### src/csg_pkg.sv
// Constants and types for the converter status signalling block
package csg_pkg;
    // Clock and time base
    localparam int CLK_HZ = 10_000_000;
    localparam int CYC_PER_US = CLK_HZ / 1_000_000;
    localparam int CYC_PER_MS = CLK_HZ / 1_000;
    // Temperature PWM carrier
    localparam int PWM_HZ = 250_000;
    localparam int PWM_PERIOD_CYC = CLK_HZ / PWM_HZ;
    localparam int PWM_CNT_W = 6;
    // Temperature to voltage mapping, millivolts and degrees
    localparam int TM_REF_MV = 1270;
    localparam int TM_REF_DEGC = 27;
    localparam int TM_GAIN_MV = 10;
    localparam int TM_SUPPLY_MV = 3300;
    // Duty limits in hundredths of a percent
    localparam int DUTY_MIN_CP = 1818;
    localparam int DUTY_MAX_CP = 6818;
    localparam int DUTY_MIN_CYC = (DUTY_MIN_CP * PWM_PERIOD_CYC + 9999) / 10000;
    localparam int DUTY_MAX_CYC = (DUTY_MAX_CP * PWM_PERIOD_CYC) / 10000;
    // Start-up and fault timing
    localparam int START_DELAY_US = 250;
    localparam int START_DELAY_CYC = START_DELAY_US * CYC_PER_US;
    localparam int TEMP_VALID_US = 100;
    localparam int TEMP_VALID_CYC = TEMP_VALID_US * CYC_PER_US;
    localparam int READY_DELAY_MS = 2;
    localparam int READY_DELAY_CYC = READY_DELAY_MS * CYC_PER_MS;
    localparam int FAULT_FLAG_DELAY_US = 10;
    localparam int FAULT_FLAG_DELAY_CYC = FAULT_FLAG_DELAY_US * CYC_PER_US;
    localparam int TIMER_W = 16;
    // Reset values
    localparam logic MGMT_ON_RST = 1'b1;
    // Power sequencing states
    typedef enum logic [2:0] {
        CSG_OFF,
        CSG_START_WAIT,
        CSG_SOFT_START,
        CSG_RUN,
        CSG_FAULT
    } csg_state_t;
endpackage : csg_pkg

### src/csg_top.sv
// Status signalling: enable sequencing, ready/fault flag, temperature PWM
`timescale 1ns/1ps
module csg_top #(
    parameter int READY_DELAY_CYC = csg_pkg::READY_DELAY_CYC
) (
    input wire logic core_clk,
    input wire logic reset_n,
    input wire logic power_on_req,
    input wire logic power_on_req_driven,
    input wire logic pri_ready,
    input wire logic fault_detect,
    input wire logic mgmt_cmd_valid,
    input wire logic mgmt_on_cmd,
    input wire logic signed [7:0] temp_c,
    output logic bias_en,
    output logic power_stage_on,
    output logic ready_fault_flag,
    output logic temp_valid,
    output logic temp_pwm_out
);
    import csg_pkg::*;

    localparam int FLAG_DROP_MAX = FAULT_FLAG_DELAY_CYC;
    localparam logic [TIMER_W-1:0] START_LAST = TIMER_W'(START_DELAY_CYC - 1);
    localparam logic [TIMER_W-1:0] READY_LAST = TIMER_W'(READY_DELAY_CYC - 1);
    localparam logic [TIMER_W-1:0] TV_LAST = TIMER_W'(TEMP_VALID_CYC - 1);
    localparam logic [TIMER_W-1:0] AGE_MAX = '1;

    logic en_eff;
    logic go;
    logic mgmt_on_q;
    csg_state_t state_q, state_d;
    logic [TIMER_W-1:0] timer_q;
    logic [TIMER_W-1:0] stage_age_q;
    logic stage_on_d;
    logic [PWM_CNT_W-1:0] temp_duty_cycle_q;
    int mv_i;
    int hi_i;
    logic [PWM_CNT_W-1:0] duty_d;

    // Undriven request pin is pulled up, so it reads as on
    assign en_eff = power_on_req_driven ? power_on_req : 1'b1;
    assign go = en_eff && pri_ready && mgmt_on_q;

    // Management on/off, accepted only with request active
    always_ff @(posedge core_clk) begin
        if (!reset_n) begin
            mgmt_on_q <= MGMT_ON_RST;
        end else if (mgmt_cmd_valid && en_eff) begin
            mgmt_on_q <= mgmt_on_cmd;
        end
    end

    // Next power sequencing state
    always_comb begin
        state_d = state_q;
        unique case (state_q)
            CSG_OFF: begin
                if (go) begin
                    state_d = CSG_START_WAIT;
                end
            end
            CSG_START_WAIT: begin
                if (fault_detect) begin
                    state_d = CSG_FAULT;
                end else if (!go) begin
                    state_d = CSG_OFF;
                end else if (timer_q == START_LAST) begin
                    state_d = CSG_SOFT_START;
                end
            end
            CSG_SOFT_START: begin
                if (fault_detect) begin
                    state_d = CSG_FAULT;
                end else if (!go) begin
                    state_d = CSG_OFF;
                end else if (timer_q == READY_LAST) begin
                    state_d = CSG_RUN;
                end
            end
            CSG_RUN: begin
                if (fault_detect) begin
                    state_d = CSG_FAULT;
                end else if (!go) begin
                    state_d = CSG_OFF;
                end
            end
            CSG_FAULT: begin
                if (!en_eff) begin
                    state_d = CSG_OFF;
                end
            end
            default: state_d = CSG_OFF;
        endcase
    end

    assign stage_on_d = (state_d == CSG_SOFT_START) || (state_d == CSG_RUN);

    // State register
    always_ff @(posedge core_clk) begin
        if (!reset_n) begin
            state_q <= CSG_OFF;
        end else begin
            state_q <= state_d;
        end
    end

    // Delay timer, restarted on every state change
    always_ff @(posedge core_clk) begin
        if (!reset_n || state_d != state_q) begin
            timer_q <= '0;
        end else if (state_q == CSG_START_WAIT || state_q == CSG_SOFT_START) begin
            timer_q <= timer_q + 1'b1;
        end
    end

    // Cycles since the power stage came on, saturating
    always_ff @(posedge core_clk) begin
        if (!reset_n || !power_stage_on) begin
            stage_age_q <= '0;
        end else if (stage_age_q != AGE_MAX) begin
            stage_age_q <= stage_age_q + 1'b1;
        end
    end

    // Bias, power stage and flag outputs
    always_ff @(posedge core_clk) begin
        if (!reset_n) begin
            bias_en <= 1'b0;
            power_stage_on <= 1'b0;
            ready_fault_flag <= 1'b0;
        end else begin
            bias_en <= en_eff;
            power_stage_on <= stage_on_d;
            ready_fault_flag <= (state_d == CSG_RUN);
        end
    end

    // Temperature output valid after settling
    always_ff @(posedge core_clk) begin
        if (!reset_n) begin
            temp_valid <= 1'b0;
        end else begin
            temp_valid <= power_stage_on && stage_on_d && (stage_age_q >= TV_LAST);
        end
    end

    // Temperature to high-time in carrier cycles, rounded and clamped
    always_comb begin
        mv_i = TM_REF_MV + TM_GAIN_MV * (int'(temp_c) - TM_REF_DEGC);
        hi_i = (mv_i * PWM_PERIOD_CYC + TM_SUPPLY_MV / 2) / TM_SUPPLY_MV;
        if (hi_i < DUTY_MIN_CYC) begin
            hi_i = DUTY_MIN_CYC;
        end else if (hi_i > DUTY_MAX_CYC) begin
            hi_i = DUTY_MAX_CYC;
        end
        duty_d = PWM_CNT_W'(hi_i);
    end

    // Registered duty value
    always_ff @(posedge core_clk) begin
        if (!reset_n) begin
            temp_duty_cycle_q <= PWM_CNT_W'(DUTY_MIN_CYC);
        end else begin
            temp_duty_cycle_q <= duty_d;
        end
    end

    // PWM carrier generator
    csg_pwm u_csg_pwm (
        .core_clk(core_clk),
        .reset_n(reset_n),
        .run(temp_valid),
        .duty_cyc(temp_duty_cycle_q),
        .pwm_out(temp_pwm_out)
    );
endmodule : csg_top

### src/csg_pwm.sv
// Fixed-carrier PWM generator for the temperature output
`timescale 1ns/1ps
module csg_pwm (
    input wire logic core_clk,
    input wire logic reset_n,
    input wire logic run,
    input wire logic [csg_pkg::PWM_CNT_W-1:0] duty_cyc,
    output logic pwm_out
);
    import csg_pkg::*;

    localparam logic [PWM_CNT_W-1:0] PWM_LAST = PWM_CNT_W'(PWM_PERIOD_CYC - 1);

    logic [PWM_CNT_W-1:0] cnt_q;
    logic [PWM_CNT_W-1:0] duty_lat_q;

    // Period counter, held at zero while idle
    always_ff @(posedge core_clk) begin
        if (!reset_n || !run || cnt_q == PWM_LAST) begin
            cnt_q <= '0;
        end else begin
            cnt_q <= cnt_q + 1'b1;
        end
    end

    // Duty latched at a period boundary, and every cycle while idle
    always_ff @(posedge core_clk) begin
        if (!reset_n) begin
            duty_lat_q <= '0;
        end else if (!run || cnt_q == PWM_LAST) begin
            duty_lat_q <= duty_cyc;
        end
    end

    // High for the duty part, high when idle
    always_ff @(posedge core_clk) begin
        if (!reset_n) begin
            pwm_out <= 1'b1;
        end else begin
            pwm_out <= !run || (cnt_q < duty_lat_q);
        end
    end
endmodule : csg_pwm

### config.mk
export PLATFORM = sky130hd
export DESIGN_NAME = csg_top
export DESIGN_NICKNAME = d
export VERILOG_FILES = /design/src/csg_pkg.sv /design/src/csg_top.sv /design/src/csg_pwm.sv
export SDC_FILE = /design/constraint.sdc
export NUM_CORES = 1
export LEC_CHECK = 0
export ABC_CLOCK_PERIOD_IN_PS = 35100
export BUFFER_PORTS_ARGS = -buffer_cell sky130_fd_sc_hd__buf_2
export CAP_MARGIN = 0
export CELL_PAD_IN_SITES_DETAIL_PLACEMENT = 0
export CELL_PAD_IN_SITES_GLOBAL_PLACEMENT = 1
export CORE_MARGIN = 1.5
export CORE_UTILIZATION = 30
export CTS_BUF_LIST = sky130_fd_sc_hd__clkbuf_4
export CTS_CLUSTER_SIZE = 30
export DETAILED_ROUTE_END_ITERATION = 7
export GPL_TIMING_DRIVEN = 0
export PLACE_DENSITY = 0.53
export SYNTH_ARGS = -nofsm -noshare
export SYNTH_HDL_FRONTEND = slang
export SYNTH_SLANG_ARGS = --single-unit
### constraint.sdc
create_clock -name core_clk -period 35.1 [get_ports core_clk]
set_clock_uncertainty 0.1 [all_clocks]
set_input_delay 1.755 -clock core_clk [delete_from_list [all_inputs] [get_ports core_clk]]
set_output_delay 1.755 -clock core_clk [all_outputs]
set_load 0.05 [all_outputs]
==> summary.md, run 1 <==
| Metric | Value |
|---|---|
| HP Class | reg -> reg |
| Post-synthesis cell type count | about 120 |
| Hold path depth | 2 |
| FF+latch count, synth | a little under 60 |
| Grt peak-use layer | met2 |
| Core ar. | 32540 sq um |
| Initial Util | 0.3055 |
| Startpoint Class | input pin |
| Critical path peak fanout | 11 |
| Layout area overhead | 7.478% |
| Most common cell after layout, fill and taps aside | nor2_1 |
| Post-layout min period | 22.70 ns |
| Crit path arrival time | between 20 and 25 ns |
| FMAX | 0.04405 GHz |
| # DRC | 0 |
| Crit-path max cell delay | 0.79 ns |
| Final hold violation count | 0 |
| Critical path capture point type | register |
| M1 GR Usage | 0.2645 |
| R2R cell count | 10 |
| R2R setup slack | 32.13 ns |
| CP Class | in -> reg |
| GR Util met3 | 0.01219 |
| Hold Crit Start | temp_duty_cycle_q[2] |
| CTS clk-pin slew, worst paths | 0.10 ns |
| Setup tns final | 0 ns |
| Clock buffer depth | 2 |
| Outcome | completed |
| # IOs | 21 |
| Number of enable flip-flop cells after synthesis | 0 |
| Clock latency on the worst-skew pair | 0.40 ns |
| RSZ-0062 raised after global routing | no |
| Vias | 10210 |
| Critical path data required time | 35.34 ns |
| TritonCTS Sinks | 59 |
| Main synth FF type | dfxtp_1 |
| ANT nets after route | 0 |
| Setup violations, final | 0 |
| Number of vias per cell | 5.583 |
| Worst r2r src | state_q[1] |
| Syn avg cell area | between 7 and 8 sq um |
| Final Cycle Share | 0.6467 |
| Async S/R FF share, synth | 0 |
| Placement Setup Slack | 12.14 ns |
| GR Overflow Total | 0 |
| CTS-repair resized insts | 0 |
| Largest net degree at the start of global routing | 12 |
| Routability cong. | 0.8252 |
| DRT Wirelength | 30.71 mm |
| Slowest CP cell | a31oi_1 |
| Hold buffer count at cts | 0 |
| Crit path top cell by count | ha_1 |
| Post-Synthesis Cells | 1353 |
| Detailed Route Iter0 Violations | between 600 and 700 |
| Layout cells sized above 1 | 0.09531 |
| Crit path launch | temp_c[0] |
| H-tree levels | 3 |
| Final nets | 1445 |
| Sequential area share after synthesis | 0.1188 |
| Worst Tran Pin Value | 1.112 ns |
| Clock tree root buffer cell | clkbuf_4 |
| GRT Overall Usage | 0.1794 |
| Setup Fix Bufs, Post-CTS | 0 |
| Met2 Track Usage GR | 0.2868 |
| First-pass GRT wire length | about 50 mm |
| HPWL after DPL | 24.77 mm |
| Die width | 185.0 um |
| Most frequent cells in the layout | 157 x nor2_1, 114 x nand2_1, 93 x xnor2_1 |
| Die area | 34230 sq um |
| Cell area after synthesis | 9938 sq um |
| Vias in the first global route | 9514 |
| WL/cell | between 15 and 20 um |
| Setup ws final | 12.40 ns |
| Num CTS Buffers | 9 |
| CTS tree | done |
| Count of TritonRoute iterations in the first routing pass | 5 |
| Synth Warn # | 0 |
| Die Span Y | 185.0 um |
| Reg-to-reg endpoint | timer_q[4] |
| Initial antenna violation count | 1 |
| CP bufs+invs | 11 |
| Max-slew violations | 0 |
| Worst path top cell family by delay | compound AO/OA/AOI/OAI gates |
| # rows | 66 |
| Rel. slew slack | 0.2550 |
| Worst Hold End | u_csg_pwm.duty_lat_q[2] |
| PortBufs | 16 |
| Syn nets | 1418 |
| Max cap viols | 0 |
## per-stage QoR
step	std cells	instance area, sq um	util	hold WS, ns
4_1_cts	1827	10680	0.3282	0.3744
6_report	1828	10680	0.3283	0.3681
2_1_floorplan	1353	9938	-	0.3206
3_5_place_dp	1811	10570	0.3249	0.3491
5_1_grt	1828	10680	0.3283	0.3965
3_3_place_gp	1811	10570	0.3249	0.3448
## registers in the layout, indices dropped and copies added, names as in the netlist
signal                flops
ready_fault_flag          1
timer_q                  16
state_q                   3
temp_duty_cycle_q         6
u_csg_pwm.cnt_q           6
mgmt_on_q                 1
temp_valid                1
power_stage_on            1
stage_age_q              16
bias_en                   1
u_csg_pwm.duty_lat_q      6
u_csg_pwm.pwm_out         1
## cells in the mapped netlist, types with 22 or more instances
library cell	number	area [sq um]
dfxtp_1	59	1181
nand2_1	114	427.9
nand3_1	60	300.3
a21oi_1	75	375.4
ha_1	47	588.1
xor2_1	53	464.2
nor2_1	157	589.3
inv_1	29	108.9
nor3_1	33	165.2
o211ai_1	22	165.2
mux2i_1	24	240.2
clkbuf_1	27	101.4
and3_1	24	150.1
xnor2_1	93	814.5
o21ai_0	69	345.3
## how the worst max path moves through the flow
stage,end,cells past startpoint
after floorplan,temp_duty_cycle_q[2],71
after global placement,temp_duty_cycle_q[2],72
after detailed placement,temp_duty_cycle_q[2],72
after global routing,temp_duty_cycle_q[2],73
final,temp_duty_cycle_q[2],72
after CTS,temp_duty_cycle_q[2],72
## logic make-up after synthesis
family	synth area share
simple gates	0.2795
compound gates	0.3372
xor+xnor	0.1303
buf+inv	0.03160
flops	0.1188
fa+ha+maj	0.06824
mux	0.03399
other cells	0.0003773
## worst reg2reg max path: cells and delay by family (launching register included)
| kind | cells | cell delay, ns |
|---|---|---|
| compound gates | 3 | 0.88 |
| buf+inv | 2 | 0.73 |
| flops | 1 | 0.32 |
| mux | 1 | 0.14 |
| simple gates | 4 | 0.67 |
## layer usage
| metal | vias to the layer above | wire (um) |
|---|---|---|
| li1 | 5211 | - |
| met1 | 4777 | 16130 |
| met2 | 202 | 13330 |
| met3 | 15 | 983 |
| met4 | 0 | 264 |
| met5 | - | 0 |
## final cells by class
cell class | count | area, sq um
inverter | 32 | 120.1
multi-input combinational | 1216 | 8443
clock inverter | 6 | 32.53
fill | 3603 | 21850
tap | 442 | 553.0
sequential | 59 | 1181
timing repair buffer | 16 | 80.08
antenna | 1 | 2.502
buffer | 46 | 193.9
clock buffer | 10 | 75.07
Power of run 1 is not shown: default switching activity piles up to over one toggle a cycle in this logic, so the estimate is an artifact.
==> run 2: changes to the inputs <==
--- a/config.mk
+++ b/config.mk
@@ -5,7 +5,7 @@
 export SDC_FILE = /design/constraint.sdc
 export NUM_CORES = 1
 export LEC_CHECK = 0
-export ABC_CLOCK_PERIOD_IN_PS = 35100
+export ABC_CLOCK_PERIOD_IN_PS = 21200
 export BUFFER_PORTS_ARGS = -buffer_cell sky130_fd_sc_hd__buf_2
 export CAP_MARGIN = 0
 export CELL_PAD_IN_SITES_DETAIL_PLACEMENT = 0
==> constraint.sdc (replaced) <==
create_clock -name core_clk -period 21.2 [get_ports core_clk]
set_clock_uncertainty 0.1 [all_clocks]
set_input_delay 1.06 -clock core_clk [delete_from_list [all_inputs] [get_ports core_clk]]
set_output_delay 1.06 -clock core_clk [all_outputs]
set_load 0.05 [all_outputs]
==> run 2 against run 1 <==
Net effect: clock-buffer cell count unchanged; global-route usage about the same; hold slack about the same; die area unchanged; core utilization increased by 0.43 points; critical path depth unchanged; cell count unchanged; largest cell class unchanged; via count increased by 0.27%.
==> summary.md, run 2 (same netlist as run 1, synthesis figures left out) <==
| Metric | Value |
|---|---|
| Outcome | completed |
| Crit-path max cell delay | 0.57 ns |
| Placement Setup Slack | -1.069 ns |
| Most common cell after layout, fill and taps aside | nor2_1 |
| Worst r2r src | state_q[1] |
| Crit path top cell by count | ha_1 |
| Post-layout min period | ~20 ns |
| HPWL after DPL | 24.77 mm |
| Crit path arrival time | 19.88 ns |
| Critical path peak fanout | 16 |
| DRT Wirelength | around 31 mm |
| Worst Tran Pin Value | around 1.1 ns |
| Rel. slew slack | 0.2784 |
| Max-slew violations | 0 |
| Slowest CP cell | a2111oi_4 |
| FMAX | 0.05093 GHz |
| Clock buffer depth | 2 |
| R2R cell count | 10 |
| Worst Hold End | u_csg_pwm.duty_lat_q[2] |
| Number of vias per cell | 5.598 |
| Die area | 34230 sq um |
| Clock tree root buffer cell | clkbuf_4 |
| Final Cycle Share | 0.9262 |
| Fill cells | about 3600 |
| Initial Util | 0.3055 |
| Critical path capture point type | register |
| Final nets | 1445 |
| Startpoint Class | input pin |
| CP Class | in -> reg |
| Count of TritonRoute iterations in the first routing pass | 5 |
| HP Class | reg -> reg |
| H-tree levels | 3 |
| GR Overflow Total | 0 |
| WL/cell | between 15 and 20 um |
| Clock latency on the worst-skew pair | 0.40 ns |
| # DRC | 0 |
| Reg-to-reg endpoint | timer_q[4] |
| # rows | 66 |
| Detailed Route Iter0 Violations | 669 |
| Final hold violation count | 0 |
| ANT nets after route | 0 |
| R2R setup slack | 18.22 ns |
| Vias | 10230 |
| TritonCTS Sinks | 59 |
| CTS tree | done |
| Vias in the first global route | 9514 |
| First-pass GRT wire length | 50.51 mm |
| Die width | 185.0 um |
| GRT Overall Usage | 0.1795 |
| CTS clk-pin slew, worst paths | 0.10 ns |
| Initial antenna violation count | 1 |
| Core ar. | 32540 sq um |
| Setup ws final | 1.564 ns |
| Hold Crit Start | temp_duty_cycle_q[2] |
| Biggest regs | stage_age_q x16, timer_q x16 |
| Layout cells sized above 1 | 0.1076 |
| Hold path depth | 2 |
| Hold buffer count at cts | 0 |
| PortBufs | 16 |
| Die Span Y | 185.0 um |
| Routability cong. | about 0.83 |
| Max cap viols | 0 |
| RSZ-0062 raised after global routing | no |
| Largest net degree at the start of global routing | 17 |
| Setup violations, final | 0 |
| Num CTS Buffers | 9 |
| Most frequent cells in the layout | 157 x nor2_1, 114 x nand2_1, 93 x xnor2_1 |
| Layout area overhead | 8.888% |
| # IOs | 21 |
| Critical path data required time | 21.44 ns |
-- run 2: timing repair --
action                     4_1_cts  5_1_grt
gates resized for setup          3       29
pin swaps                        0        1
setup endpoints to repair        5        5
setup buffers                    0        1
-- run 2: layout make-up --
type                    instances  area [sq um]  area share
repair buffers                 17         87.58    0.008093
multi-input cells            1216          8573      0.7922
diodes                          1         2.502   0.0002312
clock inverters                 6         32.53    0.003006
flip-flops and latches         59          1181      0.1091
well taps                     442         553.0     0.05110
clock buffers                  10         75.07    0.006937
inverters                      32         121.4     0.01122
plain buffers                  45         195.2     0.01804
-- run 2: worst max-delay path: cells and delay by family --
kind,cells,cell delay [ns]
compound gates,25,7.86
simple gates,27,5.65
buf+inv,10,2.06
fa+ha+maj,7,2.06
mux,3,1.14
-- run 2: metrics by stage --
stage	instances	utilization	instance area, sq um	hold WS [ns]	TNS (ns)
2_1_floorplan	1353	-	9938	0.3206	0
3_3_place_gp	1811	0.3249	10570	0.3448	-5.544
3_5_place_dp	1811	0.3249	10570	0.3491	-4.997
4_1_cts	1826	0.3284	10690	0.3744	0
5_1_grt	1828	0.3326	10820	0.3965	0
6_report	1828	0.3326	10820	0.3680	0
-- run 2: worst max path at each step --
stage / from / endpoint / slack, ns
after global routing: temp_c[0] / temp_duty_cycle_q[2] / 0.07
final: temp_c[0] / temp_duty_cycle_q[2] / 1.56
after floorplan: temp_c[0] / temp_duty_cycle_q[2] / 3.36
after CTS: temp_c[0] / temp_duty_cycle_q[2] / 0.1
after detailed placement: temp_c[0] / temp_duty_cycle_q[2] / -1.07
after global placement: temp_c[0] / temp_duty_cycle_q[2] / -1.17
-- run 2: routing by layer --
layer / GRT usage / share of wire / vias up
li1: - / - / 5212
met1: 0.2647 / 0.53 / 4820
met2: 0.2868 / 0.43 / 184
met3: 0.01219 / 0.028 / 17
met4: 0.03122 / 0.0088 / 0
met5: 0 / 0 / -
Power of run 2 is left out for the same reason.
